### src/design/msd_pkg.sv
// package of constants for the memory space decoder
package msd_pkg;
    localparam logic [15:0] MSD_CODE_8K_LAST  = 16'h1FFF;
    localparam logic [15:0] MSD_CODE_16K_LAST = 16'h3FFF;
    localparam logic [7:0]  MSD_UPPER_BASE    = 8'h80;
    localparam logic [7:0]  MSD_RD_RESET      = 8'h00;
    localparam logic [7:0]  MSD_UNIMPL_VALUE  = 8'hFF;
    // code memory variants
    typedef enum logic [1:0] {
        MSD_CODE_NONE = 2'h0,
        MSD_CODE_8K   = 2'h1,
        MSD_CODE_16K  = 2'h3
    } msd_variant_t;
endpackage

### src/design/msd_memory_space_decode.sv
// address-space decoder with lower/upper data ram and register-space storage
`timescale 1ns/1ns
`default_nettype none
// Operation
// program and data memory are separate spaces, each up to 64 Kbytes
// external-access select low sends every fetch to external memory
// 8K variant, select high: 0000H-1FFFH internal, 2000H upward external
// 16K variant, select high: 0000H-3FFFH internal, 4000H-FFFFH external
// data 00H-7FH reached alike by direct and indirect access
// indirect 80H-FFH reaches upper data ram, never register space
// direct 80H-FFH reaches register space, never upper data ram
// upper ram and register space are separate storage
// unimplemented register writes store nothing, reads give unspecified value
// variant without code memory fetches everything externally
module msd_memory_space_decode
    import msd_pkg::*;
#(
    parameter msd_variant_t VARIANT  = MSD_CODE_8K,
    parameter logic [127:0] REG_IMPL = {128{1'b1}}
) (
    input  wire logic        clk,
    input  wire logic        arst_n,
    input  wire logic        external_access_select_n,
    input  wire logic        fetch_req,
    input  wire logic [15:0] fetch_addr,
    input  wire logic        data_req,
    input  wire logic        data_we,
    input  wire logic        data_indirect,
    input  wire logic [7:0]  data_addr,
    input  wire logic [7:0]  data_wdata,
    output logic             fetch_internal_r,
    output logic             fetch_external_r,
    output logic [15:0]      fetch_addr_r,
    output logic             data_rvalid_r,
    output logic [7:0]       data_rdata_r
);
    // ----------------------------------------
    // pin synchroniser
    // ----------------------------------------
    logic [2:0] ea_sync_r;
    logic       ea_n_r;
    always_ff @(posedge clk or negedge arst_n) begin
        if (!arst_n) begin
            ea_sync_r <= 3'h0;
            ea_n_r    <= 1'b0;
        end else begin
            ea_sync_r <= {ea_sync_r[1:0], external_access_select_n};
            if (ea_sync_r[1] == ea_sync_r[2]) begin
                ea_n_r <= ea_sync_r[2];
            end
        end
    end

    // a level not yet held by two stages leaves the old select in force
    a_sync_hold: assert property (
        @(posedge clk) disable iff (!arst_n)
        (ea_sync_r[1] != ea_sync_r[2]) |=> $stable(ea_n_r)
    ) else $error("select changed before two stages agreed");
    a_sync_take: assert property (
        @(posedge clk) disable iff (!arst_n)
        (ea_sync_r[1] == ea_sync_r[2]) |=> (ea_n_r == $past(ea_sync_r[2]))
    ) else $error("select did not follow agreed stages");

    // ----------------------------------------
    // program fetch routing
    // ----------------------------------------
    // 16-bit fetch address spans the whole 64 Kbyte code space
    logic fetch_int_nxt;
    always_comb begin
        fetch_int_nxt = 1'b0;
        case (VARIANT)
            MSD_CODE_8K:  fetch_int_nxt = ea_n_r && (fetch_addr <= MSD_CODE_8K_LAST);
            MSD_CODE_16K: fetch_int_nxt = ea_n_r && (fetch_addr <= MSD_CODE_16K_LAST);
            default:      fetch_int_nxt = 1'b0;
        endcase
        if (!ea_n_r) begin
            fetch_int_nxt = 1'b0;
        end
    end

    always_ff @(posedge clk or negedge arst_n) begin
        if (!arst_n) begin
            fetch_internal_r <= 1'b0;
            fetch_external_r <= 1'b0;
            fetch_addr_r     <= 16'h0000;
        end else begin
            fetch_internal_r <= fetch_req && fetch_int_nxt;
            fetch_external_r <= fetch_req && !fetch_int_nxt;
            if (fetch_req) begin
                fetch_addr_r <= fetch_addr;
            end
        end
    end

    a_ea_low_external: assert property (
        @(posedge clk) disable iff (!arst_n)
        (fetch_req && !ea_n_r) |=> (fetch_external_r && !fetch_internal_r)
    ) else $error("fetch internal while select low");
    a_no_code_external: assert property (
        @(posedge clk) disable iff (!arst_n)
        (fetch_req && VARIANT == MSD_CODE_NONE) |=> (fetch_external_r && !fetch_internal_r)
    ) else $error("romless fetch internal");
    a_8k_split: assert property (
        @(posedge clk) disable iff (!arst_n)
        (fetch_req && ea_n_r && VARIANT == MSD_CODE_8K)
        |=> (fetch_internal_r == (fetch_addr_r <= MSD_CODE_8K_LAST))
    ) else $error("8k split wrong");
    a_16k_split: assert property (
        @(posedge clk) disable iff (!arst_n)
        (fetch_req && ea_n_r && VARIANT == MSD_CODE_16K)
        |=> (fetch_internal_r == (fetch_addr_r <= MSD_CODE_16K_LAST))
    ) else $error("16k split wrong");
    a_fetch_onehot: assert property (
        @(posedge clk) disable iff (!arst_n)
        !(fetch_internal_r && fetch_external_r)
    ) else $error("fetch routed twice");
    a_fetch_answer: assert property (
        @(posedge clk) disable iff (!arst_n)
        fetch_req |=> (fetch_internal_r || fetch_external_r)
    ) else $error("fetch routed nowhere");
    a_fetch_idle: assert property (
        @(posedge clk) disable iff (!arst_n)
        !fetch_req |=> (!fetch_internal_r && !fetch_external_r)
    ) else $error("fetch pulse without request");
    a_fetch_capture: assert property (
        @(posedge clk) disable iff (!arst_n)
        fetch_req |=> (fetch_addr_r == $past(fetch_addr))
    ) else $error("fetch address not captured");

    // ----------------------------------------
    // internal data storage
    // ----------------------------------------
    // three separate arrays; upper ram and register space never alias
    logic [7:0] lower_mem_r [128];
    logic [7:0] upper_mem_r [128];
    logic [7:0] reg_mem_r   [128];
    logic       is_upper;
    logic [6:0] idx;
    assign is_upper = (data_addr >= MSD_UPPER_BASE);
    assign idx      = data_addr[6:0];

    generate
        for (genvar i = 0; i < 128; i++) begin : g_cell
            always_ff @(posedge clk or negedge arst_n) begin
                if (!arst_n) begin
                    lower_mem_r[i] <= MSD_RD_RESET;
                    upper_mem_r[i] <= MSD_RD_RESET;
                    reg_mem_r[i]   <= MSD_RD_RESET;
                end else if (data_req && data_we && idx == 7'(i)) begin
                    if (!is_upper) begin
                        lower_mem_r[i] <= data_wdata;
                    end else if (data_indirect) begin
                        upper_mem_r[i] <= data_wdata;
                    end else if (REG_IMPL[i]) begin
                        reg_mem_r[i] <= data_wdata;
                    end
                end
            end
        end
    endgenerate

    a_upper_indirect: assert property (
        @(posedge clk) disable iff (!arst_n)
        (data_req && data_we && data_addr[7] && data_indirect)
        |=> (reg_mem_r[$past(idx)] == $past(reg_mem_r[idx]))
    ) else $error("indirect write hit register space");
    a_reg_direct: assert property (
        @(posedge clk) disable iff (!arst_n)
        (data_req && data_we && data_addr[7] && !data_indirect)
        |=> (upper_mem_r[$past(idx)] == $past(upper_mem_r[idx]))
    ) else $error("direct write hit upper ram");
    a_unimpl_write: assert property (
        @(posedge clk) disable iff (!arst_n)
        (data_req && data_we && data_addr[7] && !data_indirect && !REG_IMPL[idx])
        |=> (reg_mem_r[$past(idx)] == $past(reg_mem_r[idx]))
    ) else $error("unimplemented register slot stored a write");

    always_ff @(posedge clk or negedge arst_n) begin
        if (!arst_n) begin
            data_rvalid_r <= 1'b0;
            data_rdata_r  <= MSD_RD_RESET;
        end else begin
            data_rvalid_r <= data_req && !data_we;
            if (data_req && !data_we) begin
                if (!is_upper) begin
                    data_rdata_r <= lower_mem_r[idx];
                end else if (data_indirect) begin
                    data_rdata_r <= upper_mem_r[idx];
                end else if (REG_IMPL[idx]) begin
                    data_rdata_r <= reg_mem_r[idx];
                end else begin
                    data_rdata_r <= MSD_UNIMPL_VALUE;
                end
            end
        end
    end

    a_read_valid: assert property (
        @(posedge clk) disable iff (!arst_n)
        (data_req && !data_we) |=> data_rvalid_r
    ) else $error("read answered late");
    a_read_quiet: assert property (
        @(posedge clk) disable iff (!arst_n)
        !(data_req && !data_we) |=> !data_rvalid_r
    ) else $error("read valid without read");
    a_lower_same: assert property (
        @(posedge clk) disable iff (!arst_n)
        (data_req && data_we && !data_addr[7]) ##1
        (data_req && !data_we && data_addr == $past(data_addr) &&
         data_indirect != $past(data_indirect))
        |=> (data_rdata_r == $past(data_wdata, 2))
    ) else $error("lower ram modes disagree");
    a_upper_read: assert property (
        @(posedge clk) disable iff (!arst_n)
        (data_req && !data_we && data_addr[7] && data_indirect)
        |=> (data_rdata_r == $past(upper_mem_r[idx]))
    ) else $error("indirect read missed upper ram");
    a_reg_read: assert property (
        @(posedge clk) disable iff (!arst_n)
        (data_req && !data_we && data_addr[7] && !data_indirect && REG_IMPL[idx])
        |=> (data_rdata_r == $past(reg_mem_r[idx]))
    ) else $error("direct read missed register space");
    a_unimpl_read: assert property (
        @(posedge clk) disable iff (!arst_n)
        (data_req && !data_we && data_addr[7] && !data_indirect && !REG_IMPL[idx])
        |=> (data_rdata_r == MSD_UNIMPL_VALUE)
    ) else $error("unimplemented read wrong");
endmodule
`default_nettype wire

### config.mk
export PLATFORM = sky130hd
export DESIGN_NAME = msd_memory_space_decode
export DESIGN_NICKNAME = d
export VERILOG_FILES = /design/src/design/msd_pkg.sv /design/src/design/msd_memory_space_decode.sv
export SDC_FILE = /design/constraint.sdc
export NUM_CORES = 2
export LEC_CHECK = 0
export BUFFER_PORTS_ARGS = -buffer_cell sky130_fd_sc_hd__clkbuf_2
export CAP_MARGIN = 20
export CELL_PAD_IN_SITES_DETAIL_PLACEMENT = 2
export CELL_PAD_IN_SITES_GLOBAL_PLACEMENT = 2
export CORE_ASPECT_RATIO = 0.8
export CORE_MARGIN = 2
export CORE_UTILIZATION = 52
export DETAILED_ROUTE_END_ITERATION = 7
export GPL_TIMING_DRIVEN = 0
export PLACE_DENSITY = 0.88
export SLEW_MARGIN = 20
export SYNTH_ARGS = -nofsm -noshare
export SYNTH_HDL_FRONTEND = slang
export SYNTH_SLANG_ARGS = --single-unit
### constraint.sdc
create_clock -name clk -period 6.7 [get_ports clk]
set_input_delay 0.67 -clock clk [delete_from_list [all_inputs] [get_ports clk]]
set_output_delay 0.67 -clock clk [all_outputs]
set_load 0.01 [all_outputs]
==> flow_summary.yaml, run 1 <==
synthesis:
  synth_cells: 8958
  syn_avg_cell_area_um2: 15.81
  synthArstFlopShare: 1.000
  ys_ff_latch: 3103
  synth-edff-count: 0
  synth_ff_type: "dfrtp_1"
  ys_warn_count: 0
  syn_nets: 8997
  ys_seq_area_frac: 0.5484
  netlist_area_mm2: 0.1416
  synth_cell_types: 66
clock_tree:
  clockBufferDepth: 4
  root_buffer: "clkbuf_16"
  cts_buffers: 323
  post_cts_resized: 0
  cts.htree.levels: 5
  clock-sinks: 3103
floorplanning:
  row_count: 171
  start_util: 0.5223
  io_pins: 66
  die_w_um: 587.4
  fp.dieH_um: 470.7
placed_design:
  gp_congestion: 1.133
  hpwl_mm: 670.9
  dp_cells: 12775
  post-place-ws_ns: -0.7188
  numPortBuffers: 53
global_route:
  first_global_vias: 132848
  grt_max_degree: 100
  overflow: 9
  gr-usage-all-layers: 0.8192
  grt_first_pass_wirelength_mm: 1477
run_status:
  tool.error: "[ERROR GRT-0116] Global routing finished with congestion. Check the congestion regions in the DRC Viewer."
  failed_stage: "5_1_grt"
  outcome: "did not finish"
metrics by stage:
step | hold WS, ns | instance area, µm² | setup TNS (ns)
detailed placement | 0.3441 | 150000 | -1.964
global placement | 0.3370 | 146400 | -
floorplan | 0.3312 | 141600 | 0
CTS | 0.001785 | 160900 | 0
cells in the mapped netlist (21+ instances only):
master       n  area, µm²
dfrtp_1   3103      77650
mux2_2    3082      34710
mux4_2     749      16870
clkbuf_1   428       1607
mux2i_1    220       2202
nand2_1    182      683.2
a22oi_1    146       1096
buf_2      143      715.7
nor2_2     140      875.8
nor2_1     121      454.2
nor2_4      71      799.5
buf_4       67      503.0
a21oi_1     63      315.3
a221oi_1    40      350.3
nand3_1     38      190.2
o21ai_0     34      170.2
a22o_1      31      271.5
buf_1       31      116.4
o211ai_1    26      195.2
nand2_2     24      150.1
nor3_1      21      105.1
routing by layer:
layer | overflow | GRT usage
met4 | 4 | 0.7288
met1 | 0 | 0.8304
met2 | 5 | 0.9185
met3 | 0 | 0.7515
met5 | 0 | 0.6344
logic make-up after synthesis:
kind of cell	share of synthesized area
AO/OA/AOI/OAI	0.02086
buffers and inverters	0.02215
flip-flops	0.5484
multiplexers	0.3809
adder cells (fa/ha/maj)	0.00007070
AND/OR/NAND/NOR	0.02760
timing repair:
item,in CTS
endpoints found under the hold margin,69
buffers inserted,0
endpoints found under the setup margin,0
hold buffers,8
==> run 2: changes to the inputs <==
CELL_PAD_IN_SITES_DETAIL_PLACEMENT = default   (was 2)
CELL_PAD_IN_SITES_GLOBAL_PLACEMENT = default   (was 2)
CORE_ASPECT_RATIO = default   (was 0.8)
CORE_UTILIZATION = 40   (was 52)
PLACE_DENSITY = default   (was 0.88)
PLACE_DENSITY_LB_ADDON = 0.15   (was default)
==> flow_summary.yaml, run 2 <==
run_status:
  outcome: "finished, violations left"
  violations: "setup timing"
finish:
  layout_commonest_cell: "dfrtp_1"
  reg_top3: "lower_mem_r (1024), reg_mem_r (1024), upper_mem_r (1024)"
  stdcell_area_mm2: 0.1646
  layout_common_cells: "3103 x dfrtp_1, 3082 x mux2_2, 749 x mux4_2"
  nets: 9577
  drive_above_1_share: 0.5381
  syn2layout_area_growth_pct: 16.22
setup_path:
  reg2regPathDepth: 8
  cp_max_fo: 16
  critical_path.startpoint: "data_addr[1]"
  worstSetupStartpointType: "input port"
  worstPathRequired_ns: 7.61
  r2r-end: "data_rdata_r[4]$_DFFE_PN0P_"
  path_class: "in2reg"
  end_kind: "flip-flop"
  r2r_setup_slack_ns: 2.34
  r2r-start: "upper_mem_r[36]$_DFFE_PN0P_"
  critical_path_arrival_ns: 7.91
clock_tree:
  clkTransAtPathRegs_ns: 0.06
  root_buffer: "clkbuf_16"
  cts_setup_buffers: 0
  clockBufferDepth: 4
  clock-sinks: 3103
  cts.htree.levels: 5
  cts_buffers: 360
  cts_tree: "done"
  clkLatencyLatePin_ns: 1.10
placed_design:
  place_area_mm2: 0.1516
  numPortBuffers: 53
  gp_congestion: 1.099
  hpwl_mm: 619.1
synthesis:
  synth_cell_types: 66
  yosysTopAreaCellShare: 0.5484
  synth.area.top_cells: "dfrtp_1 55%, mux2_2 25%, mux4_2 12%"
  synth_most_common_cell: "dfrtp_1"
  ys_seq_area_frac: 0.5484
  synthTopCellsByCount: "3103 x dfrtp_1, 3082 x mux2_2, 749 x mux4_2, 428 x clkbuf_1, 220 x mux2i_1"
  synth_cells: 8958
  synth-edff-count: 0
  ys_warn_count: 0
  ys_ff_latch: 3103
  synth_ff_type: "dfrtp_1"
  yosysTopAreaCell: "dfrtp_1"
  syn_nets: 8997
  netlist_area_mm2: 0.1416
  syn_avg_cell_area_um2: 15.81
  synthArstFlopShare: 1.000
timing:
  period_needed_ns: 6.997
  rsz0062_at_grt: "false"
  hold_viol: 0
  max_freq_ghz: 0.1429
  slew_headroom: 0.06093
  whs_ns: 0.1931
  skew_ns: 0.05501
  maxSlewViolCount: 0
  tightest_slew_ns: 1.369
  fin_ws_ns: -0.2966
  tns_ns: -0.3061
  setup_viol: 2
  finalCritPeriodShare: 1.044
global_route:
  overflow: 0
  grt_first_pass_wirelength_mm: 1087
  antenna_found_initial: 218
  first_global_vias: 96878
  gr-usage-all-layers: 0.4820
  grt_max_degree: 98
floorplanning:
  io_pins: 66
  fp.dieH_um: 599.0
  row_count: 218
  dieArea_mm2: 0.3588
  die_w_um: 599.0
  start_util: 0.4018
  coreArea_mm2: 0.3524
drt:
  first_pass_iters: 6
  drc_errors: 0
  totalWireLength_mm: 869.0
  ant_nets: 0
  via_count: 103641
  drt_iter0_markers: 15375
  viasPerCell: 7.018
  wire_per_inst_um: 58.85
power:
  total_leakage_power_nw: 77.39
  p_per_area_mw_per_mm2: 271.4
  vdd_drop_max_mv: 0.2266
hold_path:
  hold_path_class: "in2async"
job:
  timing.max_cap.violations: 0
run 2: cell counts after synthesis:
Identical to the previous run, type by type.
run 2: cells by family (layout without fill, tap and decap cells):
family	count (synthesis)	after routing	synth area share
DFF	3103	3103	0.5484
AOI/OAI and AO/OA	413	413	0.02086
adders and majority gates	1	1	0.00007070
muxes	4065	4065	0.3809
other	0	216	0
and+or+nand+nor	687	687	0.02760
buffers and inverters	689	1552	0.02215
run 2: worst max-delay path, stage by stage:
cell	delay (ns)
clkbuf_2	0.30
buf_2	0.29
buf_2	0.95
buf_2	1.06
buf_4	0.87
mux4_2	0.49
a22oi_1	0.36
a21oi_1	0.32
nor4_1	1.04
a21oi_1	0.22
a21oi_1	0.81
a31oi_1	0.17
run 2: through the flow:
step                power [mW]  worst slack, ns  instances    util
floorplan                20.91            3.713       8958       -
global placement         23.78           -72.87      13741  0.4193
detailed placement       23.94           -1.331      13886  0.4302
CTS                      44.30          0.03218      14547  0.4652
global route             45.24           0.3705      14588  0.4657
finish                   44.66          -0.2966      14767  0.4670
run 2: metal layers:
layer	wire, µm	GRT usage	share of wire	vias to the layer above
met5	287	0.0004011	0.00033	-
met4	91430	0.4536	0.11	40
met3	113100	0.2138	0.13	2783
met2	353100	0.6431	0.41	9319
met1	311000	0.5747	0.36	56458
li1	-	-	-	35041
run 2: worst max path at each step:
stage | to | slack, ns | cells after the start
final | data_rdata_r[5]$_DFFE_PN0P_ | -0.30 | 12
after global routing | data_rdata_r[0]$_DFFE_PN0P_ | 0.37 | 12
after CTS | data_rdata_r[0]$_DFFE_PN0P_ | 0.03 | 12
after detailed placement | data_rdata_r[0]$_DFFE_PN0P_ | -1.33 | 13
after global placement | reg_mem_r[102]$_DFFE_PN0P_ | -72.87 | 1
after floorplan | data_rdata_r[4]$_DFFE_PN0P_ | 3.71 | 10
run 2: area by class of cell:
| class | count | area (µm²) |
|---|---|---|
| diodes | 216 | 540.5 |
| plain buffers | 683 | 3505 |
| clock buffers | 525 | 10590 |
| clock inverters | 120 | 1577 |
| fillers | 30719 | 187800 |
| inverters | 4 | 15.01 |
| multi-input cells | 5166 | 60970 |
| flip-flops and latches | 3103 | 77650 |
| well taps | 4730 | 5918 |
| repair buffers | 220 | 3790 |
run 2: timing repair:
action / 4_1_cts / 5_1_grt
hold endpoints to repair: 74 / 0
setup endpoints to repair: 1 / 0
hold buffers: 18 / 0
gates resized for setup: 0 / 0
run 2: where the power goes:
group / internal [mW] / switching, mW
sequential: 19.1 / 0.214
combinational: 1.03 / 3.55
clock: 11.9 / 8.86
total: 32.0 / 12.6
No activity file was read; power rests on OpenSTA's default activity.
